===== src/hdl/icsd_consts.vh =====
// Constants for the input clock select and divider control block.
// Assumes a byte-wide register port with a 12-bit address from the host
// interface; the file holds definitions only.
//
// How it works
// - Force-holdover bit set forces holdover whatever the inputs do.
// - Mode: 0 manual, 1 auto non-revertive, 2 auto revertive, 3 reserved.
// - Hitless enable: 0 glitchless without phase buildout, 1 hitless with it.
// - Loss mask bit per input hides that alarm from selection when set.
// - Frequency mask bit per input hides that alarm from selection when set.
// - Rank per input: 0 unselectable, 1 and 2 ranked, 3 to 7 reserved.
// - Automatic mode picks the available input with the lowest rank value; non-revertive mode keeps the current input while it stays available.
// - Equal ranks are broken in favour of input 0 over input 1.
// - Reference source bit: 0 crystal, 1 external clock on the crystal pins.
// - Input enable bit per input; cleared bit powers down that input buffer.
// - Pulsed format bit per input: 0 standard, 1 pulsed CMOS.
// - Routing bit per output divider steers its clock to the driver muxes while that divider's power bit is set.
// - Integer mode bit per output divider: 0 fractional, 1 integer.
// - Bits 3:0 gate off the input fractional pre-divider clocks when set.
// - Bit 5 of the fractional disable register stops the feedback clock.
// - Manual mode takes the selection from pins or from a register bit.
// - Read-only status reports the currently selected input, 0 or 1.
`ifndef ICSD_CONSTS_VH
`define ICSD_CONSTS_VH

// ********************************************************************
// Register offsets
// ********************************************************************
`define ICSD_A_SEL      12'h52a
`define ICSD_A_STATUS   12'h507
`define ICSD_A_HOLD     12'h535
`define ICSD_A_SWITCH   12'h536
`define ICSD_A_MASKS    12'h537
`define ICSD_A_RANKS    12'h538
`define ICSD_A_REFSRC   12'h90e
`define ICSD_A_IOVSEL   12'h943
`define ICSD_A_INBUF    12'h949
`define ICSD_A_ROUTE    12'ha03
`define ICSD_A_INTMODE  12'ha04
`define ICSD_A_POWER    12'ha05
`define ICSD_A_FRACOFF  12'hb44
`define ICSD_A_NCLKOFF  12'hb4a

// ********************************************************************
// Field positions and encodings
// ********************************************************************
`define ICSD_MODE_MAN     2'h0
`define ICSD_MODE_NONREV  2'h1
`define ICSD_MODE_REV     2'h2
`define ICSD_RANK0_LO     0
`define ICSD_RANK1_LO     4
`define ICSD_RANK_OFF     3'h0
`define ICSD_RANK_MAX     3'h2
`define ICSD_STATUS_LO    6
`define ICSD_HSW_BIT      2
`define ICSD_OOF_LO       4
`define ICSD_PCMOS_LO     4
`define ICSD_FB_OFF_BIT   5
`define ICSD_RESET_BYTE   8'h00
`define ICSD_FIELD_LO     0
`define ICSD_INSEL_BIT    1
`define ICSD_PAIR_HI      1
`define ICSD_NIBBLE_HI    3

`endif


===== src/hdl/icsd_ctl.v =====
// Input clock select and divider clock gating control, top level.
// Assumes a synchronous byte-wide register port from the serial host
// interface and alarm inputs synchronous to core_clk_in.
`timescale 1ns/1ps
`include "icsd_consts.vh"

module icsd_ctl (
  input  wire        core_clk_in,
  input  wire        rst_n_in,
  input  wire        clk_en_in,
  input  wire        reg_wr_in,
  input  wire        reg_rd_in,
  input  wire [11:0] reg_addr_in,
  input  wire [7:0]  reg_wdata_in,
  input  wire [1:0]  signal_loss_alarm_in,
  input  wire [1:0]  out_of_freq_alarm_in,
  input  wire        pin_select_in,
  output reg  [7:0]  reg_rdata_out,
  output reg         holdover_out,
  output reg         active_input_out,
  output reg         hitless_enable_out,
  output reg         ext_reference_sel_out,
  output reg         io_voltage_sel_out,
  output reg  [1:0]  input_buf_en_out,
  output reg  [1:0]  pulsed_cmos_out,
  output reg  [1:0]  out_divider_route_out,
  output reg  [1:0]  out_divider_int_mode_out,
  output reg  [1:0]  out_divider_power_out,
  output reg  [3:0]  pre_divider_clk_off_out,
  output reg         feedback_divider_clk_off_out,
  output reg  [1:0]  out_divider_clk_off_out
);

  // ******************************************************************
  // Register storage
  // ******************************************************************
  reg       force_hold;
  reg [1:0] switch_mode_sel;
  reg       hitless_enable;
  reg [3:0] signal_loss_mask;
  reg [3:0] freq_alarm_mask;
  reg [2:0] input0_rank;
  reg [2:0] input1_rank;
  reg       select_by_register;
  reg       register_select;
  reg       ext_reference_sel;
  reg       io_voltage_sel;
  reg [1:0] input_buf_en;
  reg [1:0] pulsed_cmos;
  reg [1:0] out_divider_route;
  reg [1:0] out_divider_int_mode;
  reg [1:0] out_divider_power;
  reg [3:0] pre_divider_clk_off;
  reg       feedback_divider_clk_off;
  reg [1:0] out_divider_clk_off;

  // Selection state.
  reg       active_input;
  reg       in_holdover;
  reg       next_active;
  reg       next_holdover;
  reg [7:0] next_rdata;

  wire      wr_sel;
  wire      any_avail;
  wire      best_input;
  wire [1:0] avail;
  wire [3:0] slot;

  // Register slots: one binary code per mapped address, so the read and
  // write decoders cannot drift apart when an address is added.
  localparam [3:0] SLOT_NONE    = 4'h0;
  localparam [3:0] SLOT_SEL     = 4'h1;
  localparam [3:0] SLOT_STATUS  = 4'h2;
  localparam [3:0] SLOT_HOLD    = 4'h3;
  localparam [3:0] SLOT_SWITCH  = 4'h4;
  localparam [3:0] SLOT_MASKS   = 4'h5;
  localparam [3:0] SLOT_RANKS   = 4'h6;
  localparam [3:0] SLOT_REFSRC  = 4'h7;
  localparam [3:0] SLOT_IOVSEL  = 4'h8;
  localparam [3:0] SLOT_INBUF   = 4'h9;
  localparam [3:0] SLOT_ROUTE   = 4'ha;
  localparam [3:0] SLOT_INTMODE = 4'hb;
  localparam [3:0] SLOT_POWER   = 4'hc;
  localparam [3:0] SLOT_FRACOFF = 4'hd;
  localparam [3:0] SLOT_NCLKOFF = 4'he;

  // Checks a rank field against the selectable range.
  function rank_ok;
    input [2:0] rank;
    begin
      rank_ok = (rank != `ICSD_RANK_OFF) && (rank <= `ICSD_RANK_MAX);
    end
  endfunction

  // Maps a register address to its slot. Unmapped addresses give
  // SLOT_NONE, which reads back as zero and swallows writes.
  function [3:0] reg_slot;
    input [11:0] addr;
    begin
      case (addr)
        `ICSD_A_SEL:     reg_slot = SLOT_SEL;
        `ICSD_A_STATUS:  reg_slot = SLOT_STATUS;
        `ICSD_A_HOLD:    reg_slot = SLOT_HOLD;
        `ICSD_A_SWITCH:  reg_slot = SLOT_SWITCH;
        `ICSD_A_MASKS:   reg_slot = SLOT_MASKS;
        `ICSD_A_RANKS:   reg_slot = SLOT_RANKS;
        `ICSD_A_REFSRC:  reg_slot = SLOT_REFSRC;
        `ICSD_A_IOVSEL:  reg_slot = SLOT_IOVSEL;
        `ICSD_A_INBUF:   reg_slot = SLOT_INBUF;
        `ICSD_A_ROUTE:   reg_slot = SLOT_ROUTE;
        `ICSD_A_INTMODE: reg_slot = SLOT_INTMODE;
        `ICSD_A_POWER:   reg_slot = SLOT_POWER;
        `ICSD_A_FRACOFF: reg_slot = SLOT_FRACOFF;
        `ICSD_A_NCLKOFF: reg_slot = SLOT_NCLKOFF;
        default:         reg_slot = SLOT_NONE;
      endcase
    end
  endfunction

  // ******************************************************************
  // Availability of each input
  // ******************************************************************
  // An input counts only while enabled, ranked and free of unmasked
  // alarms. Reserved ranks are treated as not selectable so in the automatic
  // modes a bad write can never steer the loop onto an unranked input.
  genvar g;
  generate
    for (g = 0; g < 2; g = g + 1) begin : g_avail
      wire loss_seen = signal_loss_alarm_in[g] & ~signal_loss_mask[g];
      wire freq_seen = out_of_freq_alarm_in[g] & ~freq_alarm_mask[g];
      wire [2:0] rank = (g == 0) ? input0_rank : input1_rank;
      assign avail[g] = input_buf_en[g] & rank_ok(rank) &
                        ~loss_seen & ~freq_seen;
    end
  endgenerate

  icsd_select u_select (
    .avail_in (avail),
    .rank0_in (input0_rank),
    .rank1_in (input1_rank),
    .any_out  (any_avail),
    .best_out (best_input)
  );

  // ******************************************************************
  // Selection decision
  // ******************************************************************
  // Manual choice comes from a pin or a register bit; automatic modes rank
  // the inputs. Reserved mode 3 is handled like manual as a safe default.
  always @* begin
    next_active   = active_input;
    next_holdover = 1'b0;
    case (switch_mode_sel)
      `ICSD_MODE_NONREV: begin
        // Stay while the current input is still usable.
        if (!avail[active_input]) begin
          next_active = best_input;
        end
        next_holdover = ~any_avail;
      end
      `ICSD_MODE_REV: begin
        next_active   = best_input;
        next_holdover = ~any_avail;
      end
      default: begin
        next_active = select_by_register ? register_select
                                         : pin_select_in;
      end
    endcase
    // Holdover from automatic mode keeps the last choice for history.
    if (next_holdover) begin
      next_active = active_input;
    end
    if (force_hold) begin
      next_holdover = 1'b1;
      next_active   = active_input;
    end
  end

  // ******************************************************************
  // Read data decode
  // ******************************************************************
  always @* begin
    next_rdata = `ICSD_RESET_BYTE;
    case (slot)
      SLOT_STATUS:  next_rdata = {1'b0, active_input,
                                  6'h00};
      SLOT_SEL:     next_rdata = {6'h00, register_select,
                                  select_by_register};
      SLOT_HOLD:    next_rdata = {7'h00, force_hold};
      SLOT_SWITCH:  next_rdata = {5'h00, hitless_enable,
                                  switch_mode_sel};
      SLOT_MASKS:   next_rdata = {freq_alarm_mask, signal_loss_mask};
      SLOT_RANKS:   next_rdata = {1'b0, input1_rank, 1'b0, input0_rank};
      SLOT_REFSRC:  next_rdata = {7'h00, ext_reference_sel};
      SLOT_IOVSEL:  next_rdata = {7'h00, io_voltage_sel};
      SLOT_INBUF:   next_rdata = {2'h0, pulsed_cmos, 2'h0, input_buf_en};
      SLOT_ROUTE:   next_rdata = {6'h00, out_divider_route};
      SLOT_INTMODE: next_rdata = {6'h00, out_divider_int_mode};
      SLOT_POWER:   next_rdata = {6'h00, out_divider_power};
      SLOT_FRACOFF: next_rdata = {2'h0, feedback_divider_clk_off, 1'b0,
                                  pre_divider_clk_off};
      SLOT_NCLKOFF: next_rdata = {6'h00, out_divider_clk_off};
      default:         next_rdata = `ICSD_RESET_BYTE;
    endcase
  end

  // One address decode feeds both the read mux and the write strobes.
  assign slot   = reg_slot(reg_addr_in);
  assign wr_sel = clk_en_in & reg_wr_in;

  // ******************************************************************
  // Register writes
  // ******************************************************************
  // Reserved bits are dropped on write and read back as zero.
  always @(posedge core_clk_in or negedge rst_n_in) begin
    if (!rst_n_in) begin
      force_hold               <= 1'b0;
      switch_mode_sel          <= `ICSD_MODE_MAN;
      hitless_enable           <= 1'b0;
      signal_loss_mask         <= 4'h0;
      freq_alarm_mask          <= 4'h0;
      input0_rank              <= 3'h0;
      input1_rank              <= 3'h0;
      select_by_register       <= 1'b0;
      register_select          <= 1'b0;
      ext_reference_sel        <= 1'b0;
      io_voltage_sel           <= 1'b0;
      input_buf_en             <= 2'h0;
      pulsed_cmos              <= 2'h0;
      out_divider_route        <= 2'h0;
      out_divider_int_mode     <= 2'h0;
      out_divider_power        <= 2'h0;
      pre_divider_clk_off      <= 4'h0;
      feedback_divider_clk_off <= 1'b0;
      out_divider_clk_off      <= 2'h0;
    end else if (wr_sel) begin
      case (slot)
        SLOT_SEL: begin
          select_by_register <= reg_wdata_in[`ICSD_FIELD_LO];
          register_select    <= reg_wdata_in[`ICSD_INSEL_BIT];
        end
        SLOT_HOLD: begin
          force_hold <= reg_wdata_in[`ICSD_FIELD_LO];
        end
        SLOT_SWITCH: begin
          switch_mode_sel <= reg_wdata_in[`ICSD_PAIR_HI:`ICSD_FIELD_LO];
          hitless_enable  <= reg_wdata_in[`ICSD_HSW_BIT];
        end
        SLOT_MASKS: begin
          signal_loss_mask <= reg_wdata_in[`ICSD_NIBBLE_HI:`ICSD_FIELD_LO];
          freq_alarm_mask  <= reg_wdata_in[`ICSD_OOF_LO+3:`ICSD_OOF_LO];
        end
        SLOT_RANKS: begin
          input0_rank <= reg_wdata_in[`ICSD_RANK0_LO+2:`ICSD_RANK0_LO];
          input1_rank <= reg_wdata_in[`ICSD_RANK1_LO+2:`ICSD_RANK1_LO];
        end
        SLOT_REFSRC: begin
          ext_reference_sel <= reg_wdata_in[`ICSD_FIELD_LO];
        end
        SLOT_IOVSEL: begin
          io_voltage_sel <= reg_wdata_in[`ICSD_FIELD_LO];
        end
        SLOT_INBUF: begin
          input_buf_en <= reg_wdata_in[`ICSD_PAIR_HI:`ICSD_FIELD_LO];
          pulsed_cmos  <= reg_wdata_in[`ICSD_PCMOS_LO+1:`ICSD_PCMOS_LO];
        end
        SLOT_ROUTE: begin
          out_divider_route <= reg_wdata_in[`ICSD_PAIR_HI:`ICSD_FIELD_LO];
        end
        SLOT_INTMODE: begin
          out_divider_int_mode <= reg_wdata_in[`ICSD_PAIR_HI:`ICSD_FIELD_LO];
        end
        SLOT_POWER: begin
          out_divider_power <= reg_wdata_in[`ICSD_PAIR_HI:`ICSD_FIELD_LO];
        end
        SLOT_FRACOFF: begin
          pre_divider_clk_off      <=
            reg_wdata_in[`ICSD_NIBBLE_HI:`ICSD_FIELD_LO];
          feedback_divider_clk_off <= reg_wdata_in[`ICSD_FB_OFF_BIT];
        end
        SLOT_NCLKOFF: begin
          out_divider_clk_off <= reg_wdata_in[`ICSD_PAIR_HI:`ICSD_FIELD_LO];
        end
        default: begin
          force_hold <= force_hold;
        end
      endcase
    end
  end

  // ******************************************************************
  // Selection state and read data
  // ******************************************************************
  always @(posedge core_clk_in or negedge rst_n_in) begin
    if (!rst_n_in) begin
      active_input  <= 1'b0;
      in_holdover   <= 1'b0;
      reg_rdata_out <= `ICSD_RESET_BYTE;
    end else if (clk_en_in) begin
      active_input <= next_active;
      in_holdover  <= next_holdover;
      if (reg_rd_in) begin
        reg_rdata_out <= next_rdata;
      end
    end
  end

  // ******************************************************************
  // Control outputs
  // ******************************************************************
  // Outputs are registered copies, the route bits gated by the power bits, so
  // every pin leaves a flip-flop; they trail the stored fields by one enabled cycle.
  always @(posedge core_clk_in or negedge rst_n_in) begin
    if (!rst_n_in) begin
      holdover_out                 <= 1'b0;
      active_input_out             <= 1'b0;
      hitless_enable_out           <= 1'b0;
      ext_reference_sel_out        <= 1'b0;
      io_voltage_sel_out           <= 1'b0;
      input_buf_en_out             <= 2'h0;
      pulsed_cmos_out              <= 2'h0;
      out_divider_route_out        <= 2'h0;
      out_divider_int_mode_out     <= 2'h0;
      out_divider_power_out        <= 2'h0;
      pre_divider_clk_off_out      <= 4'h0;
      feedback_divider_clk_off_out <= 1'b0;
      out_divider_clk_off_out      <= 2'h0;
    end else if (clk_en_in) begin
      holdover_out             <= in_holdover;
      active_input_out         <= active_input;
      hitless_enable_out       <= hitless_enable;
      ext_reference_sel_out    <= ext_reference_sel;
      io_voltage_sel_out       <= io_voltage_sel;
      input_buf_en_out         <= input_buf_en;
      pulsed_cmos_out          <= pulsed_cmos;
      // A divider only reaches the driver muxes while powered.
      out_divider_route_out    <= out_divider_route &
                                  out_divider_power;
      out_divider_int_mode_out <= out_divider_int_mode;
      out_divider_power_out    <= out_divider_power;
      pre_divider_clk_off_out  <= pre_divider_clk_off;
      feedback_divider_clk_off_out <= feedback_divider_clk_off;
      out_divider_clk_off_out  <= out_divider_clk_off;
    end
  end

endmodule


===== src/hdl/icsd_select.v =====
// Automatic input choice: combinational ranking of the two inputs.
// Assumes alarm and rank inputs are steady in the clock domain of its user.
`timescale 1ns/1ps
`include "icsd_consts.vh"

module icsd_select (
  input  wire [1:0] avail_in,
  input  wire [2:0] rank0_in,
  input  wire [2:0] rank1_in,
  output reg        any_out,
  output reg        best_out
);

  // Pick the lowest rank among available inputs; ties go to input 0.
  always @* begin
    any_out  = |avail_in;
    best_out = 1'b0;
    if (avail_in == 2'b10) begin
      best_out = 1'b1;
    end else if (avail_in == 2'b11 && rank1_in < rank0_in) begin
      best_out = 1'b1; // Strict less-than keeps input 0 on a tie.
    end
  end

endmodule


===== config.mk =====
export PLATFORM = sky130hd
export DESIGN_NAME = icsd_ctl
export DESIGN_NICKNAME = d
export VERILOG_FILES = /design/src/hdl/icsd_ctl.v /design/src/hdl/icsd_select.v
export VERILOG_INCLUDE_DIRS = /design/src /design/src/hdl
export SDC_FILE = /design/constraint.sdc
export NUM_CORES = 1
export LEC_CHECK = 0
export ABC_AREA = 1
export BUFFER_PORTS_ARGS = -buffer_cell sky130_fd_sc_hd__buf_2
export CAP_MARGIN = 10
export CORE_UTILIZATION = 50
export CTS_BUF_LIST = sky130_fd_sc_hd__clkbuf_4 sky130_fd_sc_hd__clkbuf_8
export CTS_CLUSTER_DIAMETER = 30
export CTS_CLUSTER_SIZE = 20
export DETAILED_ROUTE_END_ITERATION = 10
export GPL_TIMING_DRIVEN = 0
export PLACE_DENSITY = 0.82
export SLEW_MARGIN = 15
export SYNTH_ARGS = -nofsm -noshare
export SYNTH_HDL_FRONTEND = slang
export SYNTH_SLANG_ARGS = --single-unit

===== constraint.sdc =====
create_clock -name core_clk_in -period 1.5 [get_ports core_clk_in]
set_input_delay 0.075 -clock core_clk_in [delete_from_list [all_inputs] [get_ports core_clk_in]]
set_output_delay 0.075 -clock core_clk_in [all_outputs]
set_load 0.01 [all_outputs]

==> results.tsv, run 1 <==
metric	value	unit
met2 Track Usage GR	0.431	
Antenna diodes	0	
Vert. Die Dim	86.6	um
worst relative slew slack	0.633	
Arr. time, crit path	1.68	ns
antenna-violating nets left	0	
most common cell in the netlist	nand2_1	
WL/cell	13.7	um
layout cells sized above 1	0.205	
first-pass GRT wire length	14300	um
worst r2r src	g_avail[0].rank[2]	
dominant cells by area after synthesis	dfrtp_1 50%, nand2_1 18%, inv_1 5.3%, o21ai_0 4.8%, nand3_1 4.3%	
grt total ovfl	0	
worst-case clock buffer depth	2	
via-per-instance ratio	5.23	
Async S/R FF share, synth	1.00	
cell area after placement	4020	um^2
Via Count	3360	
vias in the first global route	3086	
Top Usage Layer GRT	met2	
ys flop type	dfrtp_1	
crit-path cells	inv_1 > ha_1 > a21oi_1 > nand2_1 > nand3_1 > nand2_1 > nand2_1 > nand3_1 > nand2_1	
I/O pins	60	
hold_sp	reg_wdata_in[2]	
R2R Path End	active_input	
share of the synthesized area in the top cell type	0.496	
WS Path Type	flop to flop	
cell count after synthesis	466	
Slew @ Worst Pin	0.551	ns
TritonCTS Buffers	9	
max incr delay on CP	0.39	ns
max_cap viols	0	
Die X	86.6	um
Fmax achieved	718	MHz
Hold Path Class	input pin to flop	
synth warn	0	
# fillers	588	
RSZ-0062 raised after global routing	no	
Worst path most repeated cell	nand2_1	
hold-critical path depth	3	
Worst Path Required	1.79	ns
max-slew violation count	0	
Final Hold Violating Endpoints	0	
critical path fanouts, max	3	
post-route setup TNS	0	ns
Worst-Skew Late Latency	0.35	ns
pre-CTS setup slack	-0.0606	ns
number of flops mapped to enable cells by yosys	0	
htree depth	3	
count of state elements after synthesis	71	
Unique masters post-synth	34	
most frequent cells after synthesis	175 x nand2_1, 71 x dfrtp_1, 51 x inv_1	
IR Drop Worst-Case VDD	0.000989	V
Synth Area per Inst	7.68	um^2
hold path endpoint	signal_loss_mask[2]	
CTS Root Cell	clkbuf_8	
post-synth net total	499	
Worst Skew	0.00585	ns
CP Capture Type	flop	
nets	576	
WL final	8820	um
Power per Cell Area	966	nW/um^2
Leakage	2.32	nW
Final Non-Filler Cells	643	
Final Cell Area	4360	um^2
Port Buffers	59	
met1 Resource Use GR	0.316	
post-DP HPWL	6380	um
CTS tree	done	
CTS Sinks	71	
Syn-to-layout area delta	21.8	%
Yosys top cell by area	dfrtp_1	
startpoint types	flop	
Reg2Reg Depth	9	
post-route minimum period	1.39	ns
Hold Slack	0.0576	ns
initial antenna violation count	0	
DR pass1 iterations	7	
number of instances in the placed design	622	
Post-Syn Area	3580	um^2
overall routing resource usage	0.256	
largest net degree at the start of global routing	44	
initial core utilization	0.521	
clk slew on worst S/H paths	0.07	ns
gpl congestion	0.934	
num rows	30	
status	completed	
Iter 0 DRT Violations	302	
register area share after synthesis	0.496	
Final WS setup	0.107	ns
reg2reg setup slack	0.11	ns
area of the core	6870	um^2
die footprint	7500	um^2
GRT met3 Usage	0.0543	
drc violations	0	
final setup vio count	0	
Crit-path slowest cell	dfrtp_1	
Final period util	0.929	
[through the flow]
step | total power [mW] | util
floorplan | 2.10 | -
global route | 4.33 | 0.635
finish | 4.21 | 0.635
detailed placement | 2.25 | 0.585
global placement | 2.23 | 0.582
CTS | 4.22 | 0.631
[cell usage in the layout, fill, tap and decap left out, types with 2 or more instances in the layout]
cell type,count
o21ai_0,34
nand3_2,2
buf_2,62
buf_4,2
nor2_2,3
clkbuf_8,9
nand2_1,174
inv_1,51
nor4_1,3
ha_1,3
nor2_1,32
inv_2,2
a21oi_1,4
nand4_1,6
nand2_2,5
clkbuf_1,3
dfrtp_1,71
nand3_1,31
nor3_1,4
dlygate4sd3_1,5
nor2_4,3
o21ai_1,7
o21ai_2,7
nor3_2,4
bufinv_16,4
[area by class of cell]
cell class,instances,area [um^2],area share
buffer,9,46.3,0.0106
clock inverter,6,134,0.0307
timing repair buffer,66,375,0.0861
sequential,71,1780,0.407
clock buffer,9,124,0.0284
multi-input combinational,333,1590,0.364
inverter,53,199,0.0456
tap,96,120,0.0275
[what timing repair did]
item,4_1_cts,5_1_grt
hold buffers,5,0
setup endpoints to repair,1,2
setup buffers,0,1
hold endpoints to repair,32,0
resized for setup,1,4
pin swaps,0,2
[worst max path at each step]
stage	start	to	slack [ns]	cells after the start
floorplan	g_avail[0].rank[1]	active_input	0.20	8
global placement	g_avail[0].rank[1]	active_input	-0.001	8
detailed placement	g_avail[0].rank[1]	active_input	-0.06	8
CTS	g_avail[0].rank[1]	active_input	0.004	8
global route	g_avail[0].rank[2]	active_input	0.01	9
finish	g_avail[0].rank[2]	active_input	0.11	9
[state kept, by name (all words and copies together) (netlist names), 4 cells and up]
name	count
reg_rdata_out	8
g_avail.rank	6
pre_divider_clk_off	4
signal_loss_mask	4
pre_divider_clk_off_out	4
freq_alarm_mask	4
[cells by family after synthesis]
group           after synthesis  synth area share
fa+ha+maj                     3            0.0105
compound gates               58            0.0926
buf+inv                      62            0.0685
flops                        71             0.496
simple gates                272             0.332
[where the power goes]
group | internal, mW | switching [mW] | total (mW)
clock | 1.26 | 0.722 | 1.99
combinational | 0.0891 | 0.198 | 0.287
sequential | 1.93 | 0.0105 | 1.94
total | 3.28 | 0.931 | 4.21
[routing by layer]
layer	up-vias	routed length, um
li1	1636	-
met1	1563	3830
met2	137	4320
met3	24	468
met4	0	205
met5	-	0
[worst max-delay path: cells and delay by family, from the launching register on]
kind                       cells  cell delay (ns)
AOI/OAI and AO/OA              1             0.16
adders and majority gates      1             0.31
buffers and inverters          1             0.08
DFF                            1             0.39
and+or+nand+nor                6             0.42
Power figures use the tool's default switching activity.
==> run 2, diff against run 1 <==
--- a/config.mk
+++ b/config.mk
@@ -15,7 +15,7 @@
 export CTS_CLUSTER_SIZE = 20
 export DETAILED_ROUTE_END_ITERATION = 10
 export GPL_TIMING_DRIVEN = 0
-export PLACE_DENSITY = 0.82
+export PLACE_DENSITY = 0.85
 export SLEW_MARGIN = 15
 export SYNTH_ARGS = -nofsm -noshare
 export SYNTH_HDL_FRONTEND = slang
==> constraint.sdc (replaced) <==
create_clock -name core_clk_in -period 1.13 [get_ports core_clk_in]
set_input_delay 0.0565 -clock core_clk_in [delete_from_list [all_inputs] [get_ports core_clk_in]]
set_output_delay 0.0565 -clock core_clk_in [all_outputs]
set_load 0.01 [all_outputs]
==> results.tsv, run 2 (synthesized netlist as in run 1, its figures left out) <==
metric	value	unit	change
status	finished, violations left		was completed
failing checks	negative setup slack		
die footprint	7500	um^2	unchanged
crit-path cells	inv_2 > ha_4 > nand3_1 > nand2_1 > nand3_1 > nand2_1 > nand2_1 > nand3_1 > nand2_1		was inv_1 > ha_1 > a21oi_1 > nand2_1 > nand3_1 > nand2_1 > nand2_1 > nand3_1 > nand2_1
WL final	9010	um	was 8820 um
Syn-to-layout area delta	22.3	%	was 21.8%
I/O pins	60		unchanged
Vert. Die Dim	86.6	um	unchanged
vias in the first global route	3227		was 3,086
Antenna diodes	0		unchanged
Power per Cell Area	1140	nW/um^2	was 966 nW/um^2
worst-case clock buffer depth	2		unchanged
antenna-violating nets left	0		unchanged
drc violations	0		unchanged
Die X	86.6	um	unchanged
post-route minimum period	1.35	ns	was 1.39 ns
grt total ovfl	0		unchanged
max incr delay on CP	0.43	ns	was 0.39 ns
Largest Register	reg_rdata_out		unchanged
max reg flops	8		unchanged
TritonCTS Buffers	9		unchanged
clk slew on worst S/H paths	0.07	ns	about the same
Final Hold Violating Endpoints	0		unchanged
Final period util	1.20		was 0.929
num rows	30		unchanged
max_cap viols	0		unchanged
commonest non-fill, non-tap cell in the layout	nand2_1		unchanged
Arr. time, crit path	1.59	ns	was 1.68 ns
Hold Path Class	input pin to flop		unchanged
DR pass1 iterations	6		was 7
Top Registers	reg_rdata_out x8, g_avail.rank x6		unchanged
Worst Path Required	1.37	ns	was 1.79 ns
gpl congestion	0.917		was 0.934
CTS tree	done		unchanged
Via Count	3385		was 3,360
Worst Skew	0.00880	ns	was 0.00585 ns
Port Buffers	59		unchanged
overall routing resource usage	0.255		was 0.256
max-slew violation count	0		unchanged
most frequent cells in the layout	174 x nand2_1, 70 x dfrtp_1, 61 x buf_2		was 174 x nand2_1, 71 x dfrtp_1, 62 x buf_2
IR Drop Worst-Case VDD	0.000733	V	was 0.000989 V
CTS Root Cell	clkbuf_8		unchanged
htree depth	3		unchanged
initial core utilization	0.521		unchanged
Leakage	2.31	nW	was 2.32 nW
CP Capture Type	flop		unchanged
layout cells sized above 1	0.223		was 0.205
initial antenna violation count	0		unchanged
Worst-Skew Late Latency	0.35	ns	about the same
Final WS setup	-0.221	ns	was 0.107 ns
Slew @ Worst Pin	0.551	ns	about the same
CP top delay family	simple AND/OR/NAND/NOR gates		unchanged
critical path fanouts, max	3		unchanged
first-pass GRT wire length	14600	um	was 14,300 um
WS Path Type	flop to flop		unchanged
worst relative slew slack	0.633		about the same
WL/cell	14.0	um	was 13.7 um
startpoint types	flop		unchanged
Iter 0 DRT Violations	255		was 302
Crit path buffers/inverters	1		unchanged
area of the core	6870	um^2	unchanged
RSZ-0062 raised after global routing	yes		was no
CTS Sinks	71		unchanged
Crit-path slowest cell	dfrtp_1		unchanged
final setup vio count	2		was 0
via-per-instance ratio	5.26		was 5.23
nets	578		was 576
largest net degree at the start of global routing	50		was 44
Fmax achieved	740	MHz	was 718 MHz
Worst path most repeated cell	nand2_1		unchanged
Final Power	5.00	mW	was 4.21 mW
post-DP HPWL	6500	um	was 6380 um
Hold Slack	0.0131	ns	was 0.0576 ns
[run 2: through the flow]
stage               setup TNS, ns   util  area [um^2]  cells  worst slack [ns]
floorplan                 -0.0663      -         3590    466           -0.0663
global placement           -27.31  0.583         4010    621            -0.293
detailed placement          -8.08  0.588         4040    622            -0.301
CTS                        -0.429  0.628         4310    641            -0.228
global route               -0.586  0.637         4380    643            -0.278
finish                     -0.413  0.637         4380    643            -0.221
[run 2: worst paths after layout]
kind,start,end,slack (ns),depth (start not counted)
worst min-delay path,reg_wdata_in[2],signal_loss_mask[2],0.01,3
worst max register to register,g_avail[0].rank[2],active_input,-0.22,9
worst min register to register,pre_divider_clk_off_out[0],pre_divider_clk_off_out[0],0.46,2
worst max-delay path,g_avail[0].rank[2],active_input,-0.22,9
max in group asynchronous,rst_n_in,g_avail[1].rank[2],0.43,3
min in group asynchronous,rst_n_in,io_voltage_sel,0.15,2
[run 2: worst register-to-register path, delay by kind of cell (launching register included)]
family,cells,cell delay [ns]
AND/OR/NAND/NOR,7,0.48
flip-flops,1,0.43
adder cells (fa/ha/maj),1,0.27
buffers and inverters,1,0.08
[run 2: layout make-up]
| cell class | count | area [um^2] |
|---|---|---|
| well taps | 96 | 120 |
| clock buffers | 12 | 159 |
| multi-input cells | 333 | 1650 |
| flip-flops and latches | 71 | 1780 |
| fillers | 557 | 2490 |
| plain buffers | 9 | 48.8 |
| clock inverters | 1 | 30.0 |
| inverters | 53 | 199 |
| repair buffers | 68 | 398 |
[run 2: what timing repair did]
| item | CTS | global route |
|---|---|---|
| gates resized for setup | 5 | 12 |
| endpoints found under the setup margin | 4 | 19 |
| hold endpoints to repair | 76 | 0 |
| buffers inserted | 1 | 2 |
| pin swaps | 2 | 5 |
| hold buffers | 5 | 0 |
[run 2: report_power, final]
group / leakage [nW] / switching (mW) / internal, mW
registers: 0.971 / 0.0141 / 2.56
logic: 1.24 / 0.272 / 0.123
clock network: 0.0978 / 0.896 / 1.13
total: 2.31 / 1.18 / 3.81
[run 2: metal layers]
layer  vias up  GRT usage  routed length, um
met2       169      0.429               4440
met4         0      0.132                331
met5         -          0                  0
met3        33     0.0438                588
li1       1638          -                  -
met1      1545      0.315               3650
